`config.mk`:
```
export PLATFORM = sky130hd
export DESIGN_NAME = pin_io
export DESIGN_NICKNAME = d
export VERILOG_FILES = /design/src/include/pin_io_pkg.sv /design/src/logic/pin_io.sv
export VERILOG_INCLUDE_DIRS = /design/src /design/src/include
export SDC_FILE = /design/constraint.sdc
export NUM_CORES = 1
export LEC_CHECK = 0
export ABC_AREA = 1
export ABC_CLOCK_PERIOD_IN_PS = 3030
export BUFFER_PORTS_ARGS = -buffer_cell sky130_fd_sc_hd__buf_2
export CORE_ASPECT_RATIO = 0.7
export CORE_MARGIN = 1
export CORE_UTILIZATION = 50
export CTS_CLUSTER_SIZE = 20
export DETAILED_ROUTE_END_ITERATION = 8
export PLACE_DENSITY = 0.88
export SLEW_MARGIN = 20
export SYNTH_ARGS = -nofsm -noshare
export SYNTH_HDL_FRONTEND = slang
export SYNTH_SLANG_ARGS = --single-unit
```
`constraint.sdc`:
```
create_clock -name ref_clk -period 3.03 [get_ports ref_clk]
set_clock_uncertainty 0.05 [all_clocks]
set_input_delay 0.303 -clock ref_clk [delete_from_list [all_inputs] [get_ports ref_clk]]
set_output_delay 0.303 -clock ref_clk [all_outputs]
set_load 0.03 [all_outputs]
```
`src/include/pin_io_regs.svh`:
```
// Purpose: offsets, field positions, reset values for the pin io block
// Assumes: avalon-mm byte addressing, 32-bit data
// Notes: offsets are byte addresses
// Contract
// (RL1) status, done and error indicators are driven low to assert
// (RL2) boot select high at reset selects firmware download mode
// (RL3) boot select low at reset selects running the loaded firmware
// (RL4) a low key input is taken as a key interrupt event; the code sets it only on the high-to-low change
// (RL5) first build: one shared direction bit for all eight pins
// (RL6) first build: shared direction input makes all eight pins inputs
// (RL7) first build: shared direction output makes all eight pins outputs
// (RL8) an input pin driven low reads as an asserted data bit
// (RL9) an output pin asserts by driving low
// (RL10) second build: bits 7..4 fixed outputs, bits 3..0 fixed inputs
// (RL11) boot select is sampled once on leaving reset and held
`ifndef PIN_IO_REGS_SVH
`define PIN_IO_REGS_SVH
`define CTRL_OFS 5'h00
`define GPIO_OUT_OFS 5'h04
`define GPIO_IN_OFS 5'h08
`define STATUS_OFS 5'h0c
`define IRQ_STAT_OFS 5'h10
`define IRQ_CLR_OFS 5'h14
`define IRQ_EN_OFS 5'h18
`define CTRL_DIR_BIT 0
`define CTRL_BUILD_BIT 1
`define CTRL_IND_LO 4
`define ST_DOWNLOAD_BIT 0
`define IRQ_KEY_BIT 0
`define IRQ_GPIN_BIT 1
`define CTRL_RESET 32'h0000_0000
`define FIXED_OUT_MASK 8'hf0
`endif

```
`src/include/pin_io_pkg.sv`:
```
// Purpose: types for the pin io block
// Assumes: nothing
// Notes: indicator bundle is active high inside, inverted at the pins
package pin_io_pkg;
    typedef struct packed {
        logic status;
        logic done;
        logic error;
    } ind_type;
    typedef enum logic [1:0] {
        boot_wait_type = 2'b00,
        boot_run_type = 2'b01,
        boot_dl_type = 2'b10
    } boot_type;
endpackage

```
`src/logic/pin_io.sv`:
```
// Purpose: indicator, boot select, key interrupt and gpio port
// Assumes: pins are asynchronous and pass two flip-flops
// Notes: avalon-mm slave answers every access in the cycle after its first cycle with clk_en high
`include "pin_io_regs.svh"
`default_nettype none
module pin_io
    import pin_io_pkg::*;
#(
    parameter int width = 8
) (
    // clock and reset
    input wire logic ref_clk,
    input wire logic rstn,
    input wire logic clk_en,
    // avalon-mm slave
    input wire logic [4:0] address,
    input wire logic read,
    input wire logic write,
    input wire logic [31:0] writedata,
    input wire logic [3:0] byteenable,
    output logic [31:0] readdata,
    output logic waitrequest,
    // pins
    input wire logic boot_select_in,
    input wire logic key_n,
    output logic status_n,
    output logic done_n,
    output logic error_n,
    input wire logic [width-1:0] gpio_in,
    output logic [width-1:0] gpio_out,
    output logic [width-1:0] gpio_oe,
    // mode and interrupt
    output logic download_mode,
    output logic irq
);
    logic [1:0] rst_sync;
    logic rst_n;
    logic [width-1:0] gp_s1, gp_s2, gp_prev;
    logic boot_s1, boot_s2, key_s1, key_s2, key_prev;
    logic [31:0] ctrl;
    logic [width-1:0] out_val;
    logic [1:0] irq_stat, irq_en;
    logic ack;
    boot_type boot_state;
    ind_type ind;
    wire access = (read | write) & ~ack;
    wire wr = write & ack;
    wire lane0 = byteenable[0];
    wire build2 = ctrl[`CTRL_BUILD_BIT];
    wire [width-1:0] dir_mask = build2 ? width'(`FIXED_OUT_MASK) // RL10
        : {width{ctrl[`CTRL_DIR_BIT]}}; // RL5 RL6 RL7
    wire [width-1:0] data_in = ~gp_s2; // RL8
    wire key_event = ~key_s2 & key_prev; // RL4
    wire gpin_event = |((gp_prev & ~gp_s2) & ~dir_mask);
    wire clr_hit = wr & lane0 && address == `IRQ_CLR_OFS;
    wire [1:0] events = {gpin_event, key_event};
    wire [1:0] next_stat = events | (irq_stat & ~(clr_hit ?
        writedata[1:0] : 2'b00));
    assign rst_n = rst_sync[1];
    assign waitrequest = (read | write) & ~ack;
    assign ind = ctrl[`CTRL_IND_LO+:3];

    always_ff @(posedge ref_clk or negedge rstn) begin
        if (!rstn) rst_sync <= 2'b00;
        else rst_sync <= {rst_sync[0], 1'b1};
    end

    always_ff @(posedge ref_clk or negedge rst_n) begin
        if (!rst_n) begin
            {gp_s1, gp_s2, gp_prev} <= '1;
            {key_s1, key_s2, key_prev} <= 3'b111;
        end else if (clk_en) begin
            gp_s1 <= gpio_in;
            gp_s2 <= gp_s1;
            gp_prev <= gp_s2;
            key_s1 <= key_n;
            key_s2 <= key_s1;
            key_prev <= key_s2;
        end
    end

    // no reset: the strap must already be seen when the internal reset lifts
    always_ff @(posedge ref_clk) begin
        if (clk_en) begin
            boot_s1 <= boot_select_in;
            boot_s2 <= boot_s1;
        end
    end

    // sampled once: a later change on the pin cannot upset running firmware
    always_ff @(posedge ref_clk or negedge rst_n) begin
        if (!rst_n) boot_state <= boot_wait_type;
        else if (clk_en && boot_state == boot_wait_type) // RL11
            boot_state <= boot_s2 ? boot_dl_type : boot_run_type; // RL2 RL3
    end
    assign download_mode = boot_state == boot_dl_type;

    always_ff @(posedge ref_clk or negedge rst_n) begin
        if (!rst_n) begin
            ctrl <= `CTRL_RESET;
            out_val <= '0;
            irq_en <= 2'b00;
            irq_stat <= 2'b00;
            ack <= 1'b0;
            readdata <= '0;
        end else if (clk_en) begin
            ack <= access;
            irq_stat <= next_stat;
            if (wr && lane0 && address == `CTRL_OFS) ctrl <= writedata;
            if (wr && lane0 && address == `GPIO_OUT_OFS)
                out_val <= writedata[width-1:0];
            if (wr && lane0 && address == `IRQ_EN_OFS)
                irq_en <= writedata[1:0];
            if (access && read) begin
                unique case (address)
                    `CTRL_OFS: readdata <= {25'h0, ctrl[6:4], 2'b00,
                        ctrl[1:0]};
                    `GPIO_OUT_OFS: readdata <= 32'(out_val);
                    `GPIO_IN_OFS: readdata <= 32'(data_in & ~dir_mask);
                    `STATUS_OFS: readdata <= {31'h0, download_mode};
                    `IRQ_STAT_OFS: readdata <= {30'h0, irq_stat};
                    `IRQ_EN_OFS: readdata <= {30'h0, irq_en};
                    default: readdata <= '0;
                endcase
            end
        end
    end

    always_ff @(posedge ref_clk or negedge rst_n) begin
        if (!rst_n) begin
            gpio_out <= '1;
            gpio_oe <= '0;
            {status_n, done_n, error_n} <= 3'b111;
            irq <= 1'b0;
        end else if (clk_en) begin
            gpio_out <= ~out_val | ~dir_mask; // RL9
            gpio_oe <= dir_mask;
            status_n <= ~ind.status; // RL1
            done_n <= ~ind.done;
            error_n <= ~ind.error;
            irq <= |(next_stat & irq_en);
        end
    end

    rl1_ind_a: assert property (@(posedge ref_clk) disable iff (!rst_n)
        clk_en |=> status_n == ~$past(ind.status)) // RL1
        else $error("status indicator not active low");

    done_ind_a: assert property (@(posedge ref_clk) disable iff (!rst_n)
        clk_en |=> done_n == ~$past(ind.done)) // RL1
        else $error("done indicator not active low");

    err_ind_a: assert property (@(posedge ref_clk) disable iff (!rst_n)
        clk_en |=> error_n == ~$past(ind.error)) // RL1
        else $error("error indicator not active low");

    rl10_fix_a: assert property (@(posedge ref_clk) disable iff (!rst_n)
        clk_en && build2 |=> gpio_oe == `FIXED_OUT_MASK) // RL10
        else $error("fixed direction wrong");

    low_nib_a: assert property (@(posedge ref_clk) disable iff (!rst_n)
        clk_en && build2 |=> gpio_out[3:0] == 4'hf) // RL10
        else $error("fixed input nibble driven");

    rl7_out_a: assert property (@(posedge ref_clk) disable iff (!rst_n)
        clk_en && !build2 && ctrl[0] |=> &gpio_oe) // RL7
        else $error("not all pins output");

    rl6_in_a: assert property (@(posedge ref_clk) disable iff (!rst_n)
        clk_en && !build2 && !ctrl[0] |=> gpio_oe == '0) // RL6 RL5
        else $error("not all pins input");

    rl9_drv_a: assert property (@(posedge ref_clk) disable iff (!rst_n)
        clk_en && dir_mask[7] && out_val[7] |=> !gpio_out[7]) // RL9
        else $error("output not active low");

    idle_high_a: assert property (@(posedge ref_clk) disable iff (!rst_n)
        clk_en |=> &(gpio_out | gpio_oe)) // RL9
        else $error("undriven pin not held high");

    rl4_key_a: assert property (@(posedge ref_clk) disable iff (!rst_n)
        clk_en && key_event |=> irq_stat[0]) // RL4
        else $error("key event lost");

    set_wins_a: assert property (@(posedge ref_clk) disable iff (!rst_n)
        clk_en && key_event && clr_hit |=> irq_stat[0]) // RL4
        else $error("clear beat a key event");

    key_clr_a: assert property (@(posedge ref_clk) disable iff (!rst_n)
        clk_en && clr_hit && writedata[0] && !key_event
        |=> !irq_stat[0]) // RL4
        else $error("key status not cleared");

    key_hold_a: assert property (@(posedge ref_clk) disable iff (!rst_n)
        clk_en && irq_stat[0] && !clr_hit |=> irq_stat[0]) // RL4
        else $error("key status not sticky");

    key_idle_a: assert property (@(posedge ref_clk) disable iff (!rst_n)
        clk_en && !key_event && !irq_stat[0] |=> !irq_stat[0]) // RL4
        else $error("key status set with no event");

    gpin_set_a: assert property (@(posedge ref_clk) disable iff (!rst_n)
        clk_en && gpin_event |=> irq_stat[1]) // RL8
        else $error("input edge lost");

    irq_level_a: assert property (@(posedge ref_clk) disable iff (!rst_n)
        clk_en && |(irq_stat & irq_en) && !clr_hit |=> irq) // RL4
        else $error("interrupt not raised");

    rl11_hold_a: assert property (@(posedge ref_clk) disable iff (!rst_n)
        boot_state != boot_wait_type |=> $stable(boot_state)) // RL11
        else $error("boot mode changed");

    rl2_dl_a: assert property (@(posedge ref_clk) disable iff (!rst_n)
        clk_en && boot_state == boot_wait_type && boot_s2
        |=> download_mode) // RL2
        else $error("download mode not entered");

    rl3_run_a: assert property (@(posedge ref_clk) disable iff (!rst_n)
        clk_en && boot_state == boot_wait_type && !boot_s2
        |=> boot_state == boot_run_type) // RL3
        else $error("run mode not entered");

    status_rd_a: assert property (@(posedge ref_clk) disable iff (!rst_n)
        clk_en && read && !ack && address == `STATUS_OFS
        |=> readdata[0] == $past(download_mode)) // RL2
        else $error("mode read back wrong");

    rl8_in_a: assert property (@(posedge ref_clk) disable iff (!rst_n)
        read && !ack && address == `GPIO_IN_OFS && clk_en && !dir_mask[0]
        && !gp_s2[0] |=> readdata[0]) // RL8
        else $error("low input not read as set");

    out_rd_a: assert property (@(posedge ref_clk) disable iff (!rst_n)
        read && !ack && address == `GPIO_IN_OFS && clk_en && dir_mask[7]
        |=> !readdata[7]) // RL7
        else $error("output pin read as input");

    wait_first_a: assert property (@(posedge ref_clk) disable iff (!rst_n)
        (read || write) && !ack |-> waitrequest)
        else $error("first cycle not stalled");

    wait_end_a: assert property (@(posedge ref_clk) disable iff (!rst_n)
        clk_en && access |=> !waitrequest)
        else $error("access not answered");

    ack_drop_a: assert property (@(posedge ref_clk) disable iff (!rst_n)
        clk_en && ack |=> !ack)
        else $error("answer held too long");

    ctrl_wr_a: assert property (@(posedge ref_clk) disable iff (!rst_n)
        clk_en && wr && lane0 && address == `CTRL_OFS
        |=> ctrl == $past(writedata)) // RL5
        else $error("control write lost");

    out_wr_a: assert property (@(posedge ref_clk) disable iff (!rst_n)
        clk_en && wr && lane0 && address == `GPIO_OUT_OFS
        |=> out_val == $past(writedata[width-1:0])) // RL9
        else $error("output data write lost");

    en_wr_a: assert property (@(posedge ref_clk) disable iff (!rst_n)
        clk_en && wr && lane0 && address == `IRQ_EN_OFS
        |=> irq_en == $past(writedata[1:0])) // RL4
        else $error("enable write lost");

    lane_off_a: assert property (@(posedge ref_clk) disable iff (!rst_n)
        clk_en && wr && !lane0 |=> $stable(ctrl))
        else $error("write without lane 0 took effect");

    unmapped_a: assert property (@(posedge ref_clk) disable iff (!rst_n)
        clk_en && read && !ack && address == 5'h1c |=> readdata == '0)
        else $error("unmapped read not zero");

    key_irq_c: cover property (@(posedge ref_clk) key_event ##[1:3] irq);
    dl_c: cover property (@(posedge ref_clk) download_mode);
    build2_c: cover property (@(posedge ref_clk) build2 && gpin_event);
    clr_c: cover property (@(posedge ref_clk) clr_hit && irq_stat[0]);
    all_out_c: cover property (@(posedge ref_clk) !build2 && &gpio_oe);
endmodule
`default_nettype wire

```
# Word-level counts from Yosys, hierarchy flattened
# Cells that the tools add are included.
[word_totals]
elab_cells = 70
romBits = 0
latchBits = 0
output_inout_bits = 54
inputBits = 56
ram_bits = 0
mem_count = 0
register_bits = 105
[op_classes]
n_shift = 0
addsub = 0
mul = 0
eq_ne = 7
reduce_logical = 15
div = 0
n_bitwise = 22
magnitude_cmp = 0
muxes = 4
[op_table]
columns = ["op", "count"]
rows = [
  ["$pmux W32 S6", 1],
  ["$and A8 B32 Y32", 1],
  ["$not A8 Y32", 1],
  ["$not A8 Y8", 3],
  ["$and A8 B8 Y8", 2],
  ["$eq A5 B5 Y1 const B", 3],
  ["$eq A5 B4 Y1 const B", 2],
  ["$mux W8", 1],
  ["$or A8 B8 Y8", 1],
  ["$reduce_and A2 Y1", 4],
  ["$reduce_or A8 Y1", 1],
  ["$logic_and A1 B1 Y1", 7],
  ["$eq A5 B3 Y1 const B", 1],
  ["$logic_not A5 Y1", 1],
  ["$not A1 Y1", 5],
  ["$and A1 B1 Y1", 4],
  ["$and A2 B2 Y2", 2],
  ["$mux W2", 2],
  ["$eq A2 B2 Y1 const B", 1],
  ["$logic_not A2 Y1", 1],
  ["$not A2 Y2", 1],
  ["$or A2 B2 Y2", 1],
  ["$reduce_or A2 Y1", 1],
  ["$or A1 B1 Y1", 1],
]

# Logic depth before layout (Yosys ltp)
# Gate-level depths: netlist (run 1).
[logic_depth]
depth_word = 9
ltp_mapped = 10
mapped_depth_nobuf = 10

# Worst setup path before layout (run 1)
# Ideal clock, no wire load.
[synth_path]
path_type = "reg2reg"
start = "reg ack"
end = "reg readdata[0]"
setup_slack_ns = 1.571
t_arrival_ns = 1.331
synth_period_minus_slack_ns = 1.459
required_ns = 2.902
setup_time_ns = 0.078
path_stages_with_launch = 6
n_path_buf = 0
cell_sequence = "dfrtp_1 -> nor2_2 -> nand3_2 -> inv_2 -> or2_1 -> a21boi_1"
[synth_via]
elab_chain_cells = 4
[synth_rtl]
columns = ["item", "line", "source"]
rows = [
  ["start: declaration", "pin_io.sv:43", "logic ack;"],
  ["start signal: assignment", "pin_io.sv:107", "ack <= access;"],
  ["$not A1 Y1", "n/a", ""],
  ["$and A1 B1 Y1", "n/a", ""],
  ["net waitrequest", "pin_io.sv:22", "output logic waitrequest,"],
  ["$logic_and A1 B1 Y1", "pin_io.sv:114", "if (access && read) begin"],
  ["$reduce_and A2 Y1 (no line)", "n/a", ""],
  ["end signal: assignment", "pin_io.sv:116", "`CTRL_OFS: readdata <= {25'h0, ctrl[6:4], 2'b00,"],
  ["end signal: assignment", "pin_io.sv:118", "`GPIO_OUT_OFS: readdata <= 32'(out_val);"],
  ["end signal: assignment", "pin_io.sv:119", "`GPIO_IN_OFS: readdata <= 32'(data_in & ~dir_mask);"],
  ["end: declaration", "pin_io.sv:21", "output logic [31:0] readdata,"],
]
# The timed path passes the listed nets, and every way through them passes these cells.
# A chain may end at the register's enable or synchronous reset.

# Worst setup path in the final report (run 1)
[layout_path]
start = "reg boot_state[1]"
end = "out download_mode"
[layout_via]
elab_chain_cells = 1
[layout_rtl]
columns = ["item", "line", "source"]
rows = [
  ["start: declaration", "pin_io.sv:44", "boot_type boot_state;"],
  ["start signal: assignment", "pin_io.sv:92", "if (!rst_n) boot_state <= boot_wait_type;"],
  ["start signal: assignment", "pin_io.sv:94", "boot_state <= boot_s2 ? boot_dl_type : boot_run_type;"],
  ["$eq A2 B2 Y1", "pin_io.sv:96", "assign download_mode = boot_state == boot_dl_type;"],
  ["end: declaration", "pin_io.sv:33", "output logic download_mode,"],
]
# No other way between the ends.

==> PnR_summary.wiki, run 1 <==
{| class="wikitable"
! Metric !! Value
|-
| Result of the run || completed
|-
| Number of synthesis warnings || 0
|-
| Post-placement worst setup slack || 1.482 ns
|-
| Cell area after placement || 3702 um2
|-
| Number of gates resized after CTS || 0
|-
| Total power || 2.245 mW
|-
| Worst-path maximum fanout || 2
|-
| Synth area leader || sky130_fd_sc_hd__dfstp_2
|-
| Most used standard cells in the synthesized netlist || sky130_fd_sc_hd__nand2_1 (132), sky130_fd_sc_hd__dfstp_2 (38), sky130_fd_sc_hd__dfrtp_1 (33), sky130_fd_sc_hd__o21ai_0 (33), sky130_fd_sc_hd__buf_4 (30)
|-
| Library cell with the highest instance count after synthesis || sky130_fd_sc_hd__nand2_1
|-
| First drt pass iteration count || 6
|-
| Sequential cell area fraction in the yosys report || 0.5457
|-
| IO Port Bufs || 58
|-
| Placer Congestion || 0.8568
|-
| Finish-stage setup viols || 0
|-
| Number of hold violations in the final report || 0
|-
| All-Layer GR Usage || 0.2230
|-
| Diode count || 0
|-
| Required time of the critical path || 2.68 ns
|-
| Max rail drop VDD || 0.3007 mV
|-
| Share of the cycle needed by the critical path after routing || 0.5098
|-
| Least setup slack across all paths after layout || 1.485 ns
|-
| Number of H-tree levels || 3
|-
| Number of enable-type register cells in the synthesized netlist || 2
|-
| CP Data Arrival Time || 1.19 ns
|-
| Fraction of synthesized cell area taken by the top area cell type || 0.2891
|-
| Async set-reset flop share out of synthesis || 0.9726
|-
| Number of buffers between clock root and the deepest sink || 2
|-
| Max Clk Rate || 0.6474 GHz
|-
| Critical path capture point type || output pin
|-
| Effective utilization at floorplan || 0.5349
|-
| Core outline area || 6456 um2
|-
| Post-Place Cells || 528
|-
| Critical setup path kind || register to output pin
|-
| Boundary Pins || 110
|-
| Die Footprint || 7248 um2
|-
| Die height || 71.53 um
|-
| Non-filler cells in the finished layout || 545
|-
| Worst hold path type || input port to register
|-
| Register bit total from synthesis || 73
|-
| Setup repair after global routing missed its margin || no
|-
| Remaining Overflow, GRT || 0
|-
| Total vias in the final route || 2701
|-
| Power per cell area || 571.3 nW/um2
|-
| Wire length of the first global-routing pass || 12.05 mm
|-
| Area growth syn-to-layout || 13.80%
|-
| Post-synthesis instance area || 3453 um2
|-
| Startpoint types || register
|-
| Finished Cell Area || 3930 um2
|-
| Unique masters post-synth || 35
|-
| Cells after synthesis || 392
|-
| Cell chosen for the clock root || sky130_fd_sc_hd__clkbuf_8
|-
| Clock transition at path regs || 0.07 ns
|-
| Top cells by area in the synthesized netlist || sky130_fd_sc_hd__dfstp_2 (29%), sky130_fd_sc_hd__dfrtp_1 (24%), sky130_fd_sc_hd__nand2_1 (14%)
|-
| Vias in the first global route || 2573
|-
| Most common flop cell mapped by yosys || sky130_fd_sc_hd__dfstp_2
|-
| Detailed Route WL || 7.308 mm
|-
| Relative slew margins || 0.6518
|-
| Largest net degree at the start of global routing || 52
|-
| HPWL after DPL || 5.336 mm
|-
| Clock buffers created by TritonCTS || 9
|-
| Shortest period the worst path allows || 1.545 ns
|-
| Total of max-cap violations || 0
|-
| Syn Area/Cell || 8.809 um2
|-
| Clock latency on the worst-skew pair || 0.35 ns
|-
| Slew of the pin with the lowest slew margin || 0.5223 ns
|-
| Fin nets || 505
|-
| Count of routing violations after the opening detailed-route iteration || 154
|-
| Count of antenna-violating nets left after detailed routing || 0
|-
| Floorplan die width || 101.3 um
|-
| Share of post-route cells with drive strength above 1 || 0.3128
|-
| TritonCTS clock tree || done
|-
| Fill cell instance count of the final layout || 561
|-
| Max-slew violation total from the final report || 0
|-
| Vias per inst || 4.956
|-
| Num Clock Sinks || 73
|-
| Leakage power figure || 2.009 nW
|-
| Number of rows created at floorplan || 24
|-
| Setup_tns || 0 ns
|-
| Drt drc || 0
|-
| Number of antenna violations at the first check in global routing || 0
|-
| Routed wire length per instance || 13.41 um
|}
==> critical path, stage by stage (launching register included) <==
cell and delay, ns:
sky130_fd_sc_hd__dfrtp_1 0.35, sky130_fd_sc_hd__inv_1 0.06, sky130_fd_sc_hd__nor2_1 0.19, sky130_fd_sc_hd__buf_2 0.24
==> placed cells by master, fill, tap and decap left out <==
cell type                       synthesis  final
sky130_fd_sc_hd__dfrtp_1               33     32
sky130_fd_sc_hd__o21ai_1                1      1
sky130_fd_sc_hd__nor3_4                 1      1
sky130_fd_sc_hd__a21boi_1               1      1
sky130_fd_sc_hd__inv_4                  1      1
sky130_fd_sc_hd__dfstp_2               38     38
sky130_fd_sc_hd__nor2_4                 1      1
sky130_fd_sc_hd__a31oi_1                1      1
sky130_fd_sc_hd__nand2_1              132    132
sky130_fd_sc_hd__o31ai_1                1      1
sky130_fd_sc_hd__o21ai_0               33     33
sky130_fd_sc_hd__nor3_1                 3      3
sky130_fd_sc_hd__nand3_2                2      2
sky130_fd_sc_hd__clkbuf_1               6      1
sky130_fd_sc_hd__edfxtp_1               2      2
sky130_fd_sc_hd__conb_1                 2     25
sky130_fd_sc_hd__clkbuf_8               0     13
sky130_fd_sc_hd__mux2_4                 3      3
sky130_fd_sc_hd__nor2_1                23     23
sky130_fd_sc_hd__buf_4                 30      4
sky130_fd_sc_hd__bufinv_16              0      1
sky130_fd_sc_hd__inv_1                 27     27
sky130_fd_sc_hd__dfrtp_2                0      1
sky130_fd_sc_hd__clkinv_2               1      2
sky130_fd_sc_hd__nand4_4                1      1
sky130_fd_sc_hd__nand3_1               20     20
sky130_fd_sc_hd__dlygate4sd3_1          0      1
sky130_fd_sc_hd__nor3_2                 1      1
sky130_fd_sc_hd__nor2_2                 2      2
sky130_fd_sc_hd__nand2_4                1      1
sky130_fd_sc_hd__or2_1                  1      1
sky130_fd_sc_hd__o21ai_2                5      5
sky130_fd_sc_hd__inv_2                  3      3
sky130_fd_sc_hd__buf_2                  2     58
sky130_fd_sc_hd__nor2_8                 1      1
sky130_fd_sc_hd__a21oi_1                8      8
sky130_fd_sc_hd__nand2_2                3      3
==> final timing paths <==
| path | slack, ns | end | startpoint | depth (start not counted) |
|---|---|---|---|---|
| worst min register to register | 0.20 | irq_stat[0] | rst_sync[1] | 0 |
| worst max-delay path | 1.49 | download_mode | boot_state[1] | 3 |
| max in group asynchronous | 1.97 | gpio_out[5] | rst_sync[1] | 1 |
| min in group asynchronous | 0.20 | irq_stat[0] | rst_sync[1] | 0 |
| worst max register to register | 1.55 | irq | ctrl[1] | 10 |
| worst min-delay path | 0.07 | boot_s1 | boot_select_in | 1 |
==> final cells by class <==
| cell class | instances | area (um2) | area share |
|---|---|---|---|
| flip-flops and latches | 73 | 1886 | 0.4798 |
| clock inverters | 2 | 35.03 | 0.008914 |
| well taps | 91 | 113.9 | 0.02897 |
| clock buffers | 14 | 182.7 | 0.04648 |
| inverters | 32 | 123.9 | 0.03152 |
| repair buffers | 63 | 330.3 | 0.08405 |
| multi-input cells | 270 | 1259 | 0.3203 |
==> kinds of logic (layout without fill, tap and decap cells) <==
family / count (synthesis) / in the layout / share of synthesized area
DFF: 73 / 73 / 0.5457
and+or+nand+nor: 192 / 192 / 0.2446
muxes: 3 / 3 / 0.01304
buffers and inverters: 72 / 111 / 0.1149
other: 2 / 25 / 0.002175
AOI/OAI and AO/OA: 50 / 50 / 0.07971
==> where the power goes <==
| group | leakage, nW | internal (mW) | total, mW | switching (mW) |
|---|---|---|---|---|
| clock | 0.113 | 0.469 | 0.815 | 0.346 |
| sequential | 0.848 | 1.08 | 1.13 | 0.0464 |
| combinational | 1.05 | 0.0833 | 0.304 | 0.221 |
==> stage by stage <==
step           hold WS (ns)    util
5_1_grt             0.04989  0.6087
4_1_cts             0.06087  0.6087
6_report            0.07382  0.6087
3_3_place_gp        0.03850  0.5735
2_1_floorplan      -0.04259       -
3_5_place_dp        0.03926  0.5735
==> timing repair <==
item                                   4_1_cts  5_1_grt
setup buffers                                0        0
endpoints found under the hold margin        2        0
setup endpoints to repair                    0        0
hold buffers                                 1        0
==> state kept, by name, summed over array words and instances (netlist names), 5 cells and up <==
register	flops
gp_prev	8
gp_s1	8
gp_s2	8
gpio_out	8
out_val	8
readdata	8
ctrl	5
==> routing by layer <==
metal | routed length, um | share of wire | track usage | up-vias
li1 | - | - | - | 1293
met3 | 522 | 0.071 | 0.07122 | 15
met4 | 134 | 0.018 | 0.07246 | 0
met2 | 3283 | 0.45 | 0.3326 | 113
met5 | 0 | 0 | 0 | -
met1 | 3367 | 0.46 | 0.3113 | 1280
No activity file was read; power rests on OpenSTA's default activity.
==> run 2: changes to the inputs <==
--- a/config.mk
+++ b/config.mk
@@ -6,8 +6,8 @@
 export SDC_FILE = /design/constraint.sdc
 export NUM_CORES = 1
 export LEC_CHECK = 0
-export ABC_AREA = 1
-export ABC_CLOCK_PERIOD_IN_PS = 3030
+export ABC_AREA = 0
+export ABC_CLOCK_PERIOD_IN_PS = 1600
 export BUFFER_PORTS_ARGS = -buffer_cell sky130_fd_sc_hd__buf_2
 export CORE_ASPECT_RATIO = 0.7
 export CORE_MARGIN = 1
==> constraint.sdc (replaced) <==
create_clock -name ref_clk -period 1.6 [get_ports ref_clk]
set_clock_uncertainty 0.05 [all_clocks]
set_input_delay 0.16 -clock ref_clk [delete_from_list [all_inputs] [get_ports ref_clk]]
set_output_delay 0.16 -clock ref_clk [all_outputs]
set_load 0.03 [all_outputs]
==> run 2 against run 1 <==
Effect of this change: the flow now finishes with violations (negative setup slack); non-clock buffer count grew 43; largest cell class unchanged; synthesized cell count shrank 31%; final area grew 12%; via count shrank 12%; core utilization grew 7.9 points; routed wire length grew 3.2%.
==> PnR_summary.wiki, run 2 <==
{| class="wikitable"
! Metric !! Value
|-
| Area of the multi-input gates || 1470 um2 (was 1259 um2)
|-
| Required time of the critical path || 1.80 ns (was 2.68 ns)
|-
| Effective utilization at floorplan || 0.5305 (was 0.5349)
|-
| Worst-path maximum fanout || 8 (was 2)
|-
| Net load switching power || 1.326 mW (was 0.6134 mW)
|-
| Top cells by area in the synthesized netlist || sky130_fd_sc_hd__dfstp_2 (29%), sky130_fd_sc_hd__dfrtp_1 (24%), sky130_fd_sc_hd__mux2_2 (13%) (was sky130_fd_sc_hd__dfstp_2 (29%), sky130_fd_sc_hd__dfrtp_1 (24%), sky130_fd_sc_hd__nand2_1 (14%))
|-
| Setup repair after global routing missed its margin || yes (was no)
|-
| Num Clock Sinks || 73 (unchanged)
|-
| Synth area leader || sky130_fd_sc_hd__dfstp_2 (unchanged)
|-
| Post-synthesis instance area || 3393 um2 (was 3453 um2)
|-
| Area growth syn-to-layout || 29.61% (was 13.80%)
|-
| First drt pass iteration count || 4 (was 6)
|-
| Number of enable-type register cells in the synthesized netlist || 2 (unchanged)
|-
| CP Data Arrival Time || 1.92 ns (was 1.19 ns)
|-
| Number of hold violations in the final report || 0 (unchanged)
|-
| Share of total power in the clock network || 0.313 (was 0.363)
|-
| Finished Cell Area || 4398 um2 (was 3930 um2)
|-
| Shortest period the worst path allows || 1.716 ns
|-
| Leakage power figure || 2.025 nW (was 2.009 nW)
|-
| Fraction of synthesized cell area taken by the top area cell type || 0.2942 (was 0.2891)
|-
| Largest net degree at the start of global routing || 70 (was 52)
|-
| Clock buffers created by TritonCTS || 9 (unchanged)
|-
| Floorplan die width || 100.5 um (was 101.3 um)
|-
| Total vias in the final route || 2381 (was 2701)
|-
| Library cell with the highest instance count after synthesis || sky130_fd_sc_hd__mux2_2 (was sky130_fd_sc_hd__nand2_1)
|-
| Max Clk Rate || 0.5828 GHz
|-
| Fill cell instance count of the final layout || 444 (was 561)
|-
| Register bit total from synthesis || 73 (unchanged)
|-
| Startpoint types || register (unchanged)
|-
| Drt drc || 0 (unchanged)
|-
| Die Footprint || 7125 um2 (was 7248 um2)
|-
| Total power || 4.558 mW (was 2.245 mW)
|-
| Critical setup path kind || register to register (was register to output pin)
|-
| Cell area after placement || 3822 um2 (was 3702 um2)
|-
| Cell chosen for the clock root || sky130_fd_sc_hd__clkbuf_8 (unchanged)
|-
| Async set-reset flop share out of synthesis || 0.9726 (unchanged)
|-
| Vias in the first global route || 2355 (was 2573)
|-
| Count of routing violations after the opening detailed-route iteration || 137 (was 154)
|-
| Power per cell area || 1036 nW/um2 (was 571.3 nW/um2)
|-
| HPWL after DPL || 4.915 mm (was 5.336 mm)
|-
| Finish-stage setup viols || 15 (was 0)
|-
| Unique masters post-synth || 45 (was 35)
|-
| Die height || 70.93 um (was 71.53 um)
|-
| Number of antenna violations at the first check in global routing || 0 (unchanged)
|-
| Remaining Overflow, GRT || 0 (unchanged)
|-
| Most used standard cells in the synthesized netlist || sky130_fd_sc_hd__mux2_2 (39), sky130_fd_sc_hd__dfstp_2 (38), sky130_fd_sc_hd__dfrtp_1 (33), sky130_fd_sc_hd__buf_4 (30), sky130_fd_sc_hd__nor2_1 (13) (was sky130_fd_sc_hd__nand2_1 (132), sky130_fd_sc_hd__dfstp_2 (38), sky130_fd_sc_hd__dfrtp_1 (33), sky130_fd_sc_hd__o21ai_0 (33), sky130_fd_sc_hd__buf_4 (30))
|-
| Wire length of the first global-routing pass || 11.98 mm (was 12.05 mm)
|-
| IO Port Bufs || 58 (unchanged)
|-
| Sequential group share of total power || 0.487 (was 0.501)
|-
| Number of rows created at floorplan || 24 (unchanged)
|-
| Critical path capture point type || register (was output pin)
|-
| Core outline area || 6396 um2 (was 6456 um2)
|-
| Max-slew violation total from the final report || 0 (unchanged)
|-
| Sw Share || 0.2909 (was 0.2732)
|-
| Max rail drop VDD || 0.5993 mV (was 0.3007 mV)
|-
| Detailed Route WL || 7.543 mm (was 7.308 mm)
|-
| Leading cell types in the layout, fill and taps excluded || sky130_fd_sc_hd__buf_2 (58), sky130_fd_sc_hd__dfstp_2 (38), sky130_fd_sc_hd__mux2_2 (34), sky130_fd_sc_hd__dfrtp_1 (32), sky130_fd_sc_hd__buf_4 (28) (was sky130_fd_sc_hd__nand2_1 (132), sky130_fd_sc_hd__buf_2 (58), sky130_fd_sc_hd__dfstp_2 (38), sky130_fd_sc_hd__o21ai_0 (33), sky130_fd_sc_hd__dfrtp_1 (32))
|-
| Count of antenna-violating nets left after detailed routing || 0 (unchanged)
|-
| Fin nets || 422 (was 505)
|-
| Sequential cell area fraction in the yosys report || 0.5553 (was 0.5457)
|-
| Internal power consumption || 3.232 mW (was 1.632 mW)
|-
| Syn Area/Cell || 12.57 um2 (was 8.809 um2)
|-
| Clock latency on the worst-skew pair || 0.36 ns (was 0.35 ns)
|-
| Result of the run || finished, violations left (was completed)
|-
| Routed wire length per instance || 16.33 um (was 13.41 um)
|-
| Share of post-route cells with drive strength above 1 || 0.5849 (was 0.3128)
|-
| Cells after synthesis || 270 (was 392)
|-
| Number of synthesis warnings || 0 (unchanged)
|-
| All-Layer GR Usage || 0.2290 (was 0.2230)
|-
| Area taken by flip-flops and latches || 1886 um2 (unchanged)
|-
| Number of H-tree levels || 3 (unchanged)
|-
| Most common cell after layout, fill and taps aside || sky130_fd_sc_hd__buf_2 (was sky130_fd_sc_hd__nand2_1)
|-
| Most common flop cell mapped by yosys || sky130_fd_sc_hd__dfstp_2 (unchanged)
|-
| Number of buffers between clock root and the deepest sink || 2 (unchanged)
|-
| Worst hold path type || input port to register (unchanged)
|-
| Clock transition at path regs || 0.08 ns (was 0.07 ns)
|-
| TritonCTS clock tree || done (unchanged)
|-
| Diode count || 0 (unchanged)
|-
| Placer Congestion || 0.8292 (was 0.8568)
|-
| Violations in the final reports || negative setup slack
|-
| Share of the cycle needed by the critical path after routing || 1.072
|-
| Part of the power in combinational logic || 0.200 (was 0.136)
|-
| Vias per inst || 5.154 (was 4.956)
|-
| Total of max-cap violations || 0 (unchanged)
|-
| Least setup slack across all paths after layout || -0.1157 ns (was 1.485 ns)
|-
| Boundary Pins || 110 (unchanged)
|}
-- run 2: cell types whose count changed after synthesis, sizes merged, moves of 5 or more --
cell    previous run  this run
mux2               3        47
a22oi              0         6
nor2b              0        12
clkbuf             6        12
o21ai             39         9
inv               31         5
a31oi              1         8
mux2i              0         5
nand2            136         6
nand3             22         4
a21oi              8         1
nor2              27        13
-- run 2: final timing paths --
kind	slack [ns]	endpoint	from	depth (start not counted)
setup / recovery	-0.12	out_val[5]	ack	4
hold / removal	0.04	ctrl[5]	writedata[5]	2
setup reg to reg	-0.12	out_val[5]	ack	4
hold reg to reg	0.25	ctrl[0]	rst_sync[1]	1
max in group asynchronous	0.93	gp_prev[0]	rst_sync[1]	1
min in group asynchronous	0.05	rst_sync[0]	rstn	2
-- run 2: cell families (layout without fill, tap and decap cells) --
| family | after synthesis | after routing | synth area share |
|---|---|---|---|
| buffers and inverters | 49 | 127 | 0.08997 |
| other | 2 | 25 | 0.002213 |
| AND/OR/NAND/NOR | 57 | 57 | 0.09882 |
| flip-flops | 73 | 73 | 0.5553 |
| AO/OA/AOI/OAI | 37 | 37 | 0.07412 |
| multiplexers | 52 | 52 | 0.1796 |
-- run 2: power by group through the flow --
stage / Sequential (mW) / Combinational [mW] / Clock (mW)
final: 2.22 / 0.914 / 1.42
after global routing: 2.24 / 0.980 / 1.53
after CTS: 2.21 / 0.858 / 1.45
after global placement: 2.23 / 0.743 / 0
after detailed placement: 2.25 / 0.766 / 0
after floorplan: 2.29 / 0.497 / 0
-- run 2: critical path, cell delays in order, from the launching register on --
cell                      delay (ns)
sky130_fd_sc_hd__dfrtp_1        0.36
sky130_fd_sc_hd__and3_4         0.20
sky130_fd_sc_hd__nand2_4        0.05
sky130_fd_sc_hd__or4b_4         0.60
sky130_fd_sc_hd__mux2_4         0.34
-- run 2: cell type report --
| cell class | instances | area share |
|---|---|---|
| well taps | 91 | 0.02589 |
| multi-input cells | 171 | 0.3343 |
| clock inverters | 7 | 0.01622 |
| clock buffers | 9 | 0.02817 |
| flip-flops and latches | 73 | 0.4287 |
| repair buffers | 106 | 0.1624 |
| inverters | 5 | 0.004267 |
-- run 2: timing repair --
action                     in CTS  in global routing
setup endpoints to repair      17                 25
resized for setup              24                 20
hold endpoints to repair       16                  1
hold buffers                   15                  1
setup buffers                   4                  2
pin swaps                       5                  5
-- run 2: routing by layer --
metal	global-route usage	vias up	wire [um]
met5	0	-	0
met4	0.09662	0	173
met3	0.07806	21	330
met2	0.3653	72	3698
met1	0.2871	1189	3341
li1	-	1099	-
-- run 2: per-stage QoR --
stage          hold WS [ns]  TNS (ns)  setup WS (ns)    util  instances
4_1_cts           0.0008153    -1.036        -0.1061  0.6700        459
2_1_floorplan       -0.1856    -1.650        -0.1855       -        293
3_5_place_dp        -0.1011    -3.979        -0.2355  0.5976        425
6_report            0.03665    -1.012        -0.1157  0.6876        462
5_1_grt             0.01518    -1.735        -0.1468  0.6876        462
3_3_place_gp        -0.1042    -3.351        -0.2054  0.5976        425
==> run 3: changes to the inputs <==
--- a/config.mk
+++ b/config.mk
@@ -8,7 +8,7 @@
 export LEC_CHECK = 0
 export ABC_AREA = 0
 export ABC_CLOCK_PERIOD_IN_PS = 1600
-export BUFFER_PORTS_ARGS = -buffer_cell sky130_fd_sc_hd__buf_2
+export BUFFER_PORTS_ARGS = -buffer_cell sky130_fd_sc_hd__buf_4
 export CORE_ASPECT_RATIO = 0.7
 export CORE_MARGIN = 1
 export CORE_UTILIZATION = 50
==> run 3 against run 2 <==
Effect of this change: the run still ends with negative setup slack left; largest cell class unchanged; final area grew 4.8%; largest power group unchanged; core utilization grew 3.3 points; routed wire length grew 4.7%; setup slack lost 0.028 ns; register-to-register slack lost 0.03 ns; critical endpoint is now out_val[6]; flip-flop and latch count is the same.
==> PnR_summary.wiki, run 3 (synthesis gave the netlist of run 2 again) <==
{| class="wikitable"
! Metric !! Value
|-
| Chain of cells forming the critical path || and3_4 -> nand2_2 -> or4b_4 -> mux2_4 (was and3_4 -> nand2_4 -> or4b_4 -> mux2_4)
|-
| Least setup slack across all paths after layout || -0.1432 ns (was -0.1157 ns)
|-
| Critical-path top delay cell || sky130_fd_sc_hd__or4b_4 (unchanged)
|-
| Routed wire length per instance || 16.87 um (was 16.33 um)
|-
| Max-slew violation total from the final report || 0 (unchanged)
|-
| Share of the cycle needed by the critical path after routing || 1.090 (was 1.072)
|-
| Post-Place Cells || 427 (was 425)
|-
| Number of antenna violations at the first check in global routing || 0 (unchanged)
|-
| Non-filler cells in the finished layout || 468 (was 462)
|-
| Worst hold path type || input port to register (unchanged)
|-
| Power per cell area || 1069 nW/um2 (was 1036 nW/um2)
|-
| Critical setup path kind || register to register (unchanged)
|-
| Effective utilization at floorplan || 0.5305 (unchanged)
|-
| Placer Congestion || 0.8327 (was 0.8292)
|-
| Leading cell types in the layout, fill and taps excluded || sky130_fd_sc_hd__buf_4 (91), sky130_fd_sc_hd__dfstp_2 (38), sky130_fd_sc_hd__mux2_2 (35), sky130_fd_sc_hd__dfrtp_1 (32), sky130_fd_sc_hd__conb_1 (25) (was sky130_fd_sc_hd__buf_2 (58), sky130_fd_sc_hd__dfstp_2 (38), sky130_fd_sc_hd__mux2_2 (34), sky130_fd_sc_hd__dfrtp_1 (32), sky130_fd_sc_hd__buf_4 (28))
|-
| Diode count || 0 (unchanged)
|-
| TritonCTS clock tree || done (unchanged)
|-
| Fin nets || 428 (was 422)
|-
| Detailed Route WL || 7.897 mm (was 7.543 mm)
|-
| Largest net degree at the start of global routing || 70 (unchanged)
|-
| Num Clock Sinks || 73 (unchanged)
|-
| Die Footprint || 7125 um2 (unchanged)
|-
| HPWL after DPL || 5.035 mm (was 4.915 mm)
|-
| Clock latency on the worst-skew pair || 0.36 ns (about the same)
|-
| Final hold slack || 0.03827 ns (was 0.03665 ns)
|-
| Total of max-cap violations || 0 (unchanged)
|-
| Number of rows created at floorplan || 24 (unchanged)
|-
| Die height || 70.93 um (unchanged)
|-
| Clock transition at path regs || 0.07 ns (was 0.08 ns)
|-
| Delay contributed by the slowest stage of the critical path || 0.63 ns (was 0.60 ns)
|-
| Drt drc || 0 (unchanged)
|-
| Total vias in the final route || 2411 (was 2381)
|-
| Flop-to-flop setup slack || -0.14 ns (was -0.12 ns)
|-
| Max Clk Rate || 0.5736 GHz (was 0.5828 GHz)
|-
| Area growth syn-to-layout || 35.88% (was 29.61%)
|-
| Cell chosen for the clock root || sky130_fd_sc_hd__clkbuf_8 (unchanged)
|-
| Number of buffers between clock root and the deepest sink || 2 (unchanged)
|-
| First drt pass iteration count || 5 (was 4)
|-
| Core outline area || 6396 um2 (unchanged)
|-
| Vias per inst || 5.152 (was 5.154)
|-
| Result of the run || finished, violations left (unchanged)
|-
| Boundary Pins || 110 (unchanged)
|-
| CP Data Arrival Time || 1.93 ns (was 1.92 ns)
|-
| Required time of the critical path || 1.79 ns (was 1.80 ns)
|-
| All-Layer GR Usage || 0.2289 (was 0.2290)
|-
| Total power || 4.929 mW (was 4.558 mW)
|-
| Clock buffers created by TritonCTS || 9 (unchanged)
|-
| Remaining Overflow, GRT || 0 (unchanged)
|-
| Most common cell after layout, fill and taps aside || sky130_fd_sc_hd__buf_4 (was sky130_fd_sc_hd__buf_2)
|-
| Fill cell instance count of the final layout || 437 (was 444)
|-
| IO Port Bufs || 58 (unchanged)
|-
| Finish-stage setup viols || 9 (was 15)
|-
| Worst-path maximum fanout || 8 (unchanged)
|-
| Shortest period the worst path allows || 1.743 ns (was 1.716 ns)
|-
| Setup repair after global routing missed its margin || yes (unchanged)
|-
| Vias in the first global route || 2359 (was 2355)
|-
| Violations in the final reports || negative setup slack (unchanged)
|-
| Number of H-tree levels || 3 (unchanged)
|-
| Startpoint types || register (unchanged)
|-
| Finished Core Util || 0.7209 (was 0.6876)
|-
| Leakage power figure || 2.115 nW (was 2.025 nW)
|-
| Number of hold violations in the final report || 0 (unchanged)
|-
| Count of routing violations after the opening detailed-route iteration || 138 (was 137)
|-
| Critical path capture point type || register (unchanged)
|-
| Floorplan die width || 100.5 um (unchanged)
|-
| Max rail drop VDD || 0.7603 mV (was 0.5993 mV)
|-
| Wire length of the first global-routing pass || 11.96 mm (was 11.98 mm)
|-
| Count of antenna-violating nets left after detailed routing || 0 (unchanged)
|-
| Share of post-route cells with drive strength above 1 || 0.5729 (was 0.5849)
|}
[run 3: path summary, 6_finish.rpt]
check                              from     endpoint  depth (start not counted)
max in group asynchronous   rst_sync[1]  gpio_out[1]                          1
hold reg to reg             rst_sync[1]  readdata[7]                          1
setup / recovery                    ack   out_val[6]                          4
setup reg to reg                    ack   out_val[6]                          4
min in group asynchronous          rstn  rst_sync[1]                          2
hold / removal             writedata[1]   out_val[1]                          2
[run 3: report_power, final]
part	total (mW)	switching [mW]	internal, mW	leakage (nW)
clock network	1.71	0.669	1.04	0.118
logic	1.00	0.513	0.487	1.15
registers	2.22	0.117	2.11	0.850
[run 3: stage by stage]
stage                     setup TNS [ns]  worst slack, ns  instance area, um2
final                             -1.090          -0.1432                4611
after global routing              -1.592          -0.1915                4611
after CTS                         -1.033          -0.1324                4436
after detailed placement          -4.238          -0.2392                3983
after global placement            -3.633          -0.2183                3983
after floorplan                   -1.650          -0.1855                3490
[run 3: routing by layer]
metal	track usage	vias to the layer above	wire, um	share of wire
met3	0.09585	15	534	0.068
met1	0.2958	1201	3337	0.42
met4	0.07407	0	154	0.020
met2	0.3524	90	3871	0.49
li1	-	1105	-	-
met5	0	-	0	0
[run 3: cell type report]
| type | count | area [um2] | area share |
|---|---|---|---|
| Sequential cell | 73 | 1886 | 0.4090 |
| Multi-Input combinational cell | 171 | 1441 | 0.3126 |
| Timing Repair Buffer | 112 | 915.9 | 0.1986 |
| Clock buffer | 11 | 131.4 | 0.02849 |
| Tap cell | 91 | 113.9 | 0.02469 |
| Clock inverter | 5 | 103.9 | 0.02252 |
| Inverter | 5 | 18.77 | 0.004071 |
[run 3: repair_timing]
| action | 4_1_cts | 5_1_grt |
|---|---|---|
| resized for setup | 9 | 24 |
| pin swaps | 2 | 8 |
| setup buffers | 2 | 6 |
| hold buffers | 17 | 0 |
| endpoints found under the hold margin | 20 | 0 |
| endpoints found under the setup margin | 16 | 25 |
[run 3: critical path: cells and delay by family (launching register included)]
| kind | cells | cell delay [ns] |
|---|---|---|
| and+or+nand+nor | 3 | 0.88 |
| DFF | 1 | 0.37 |
| muxes | 1 | 0.33 |
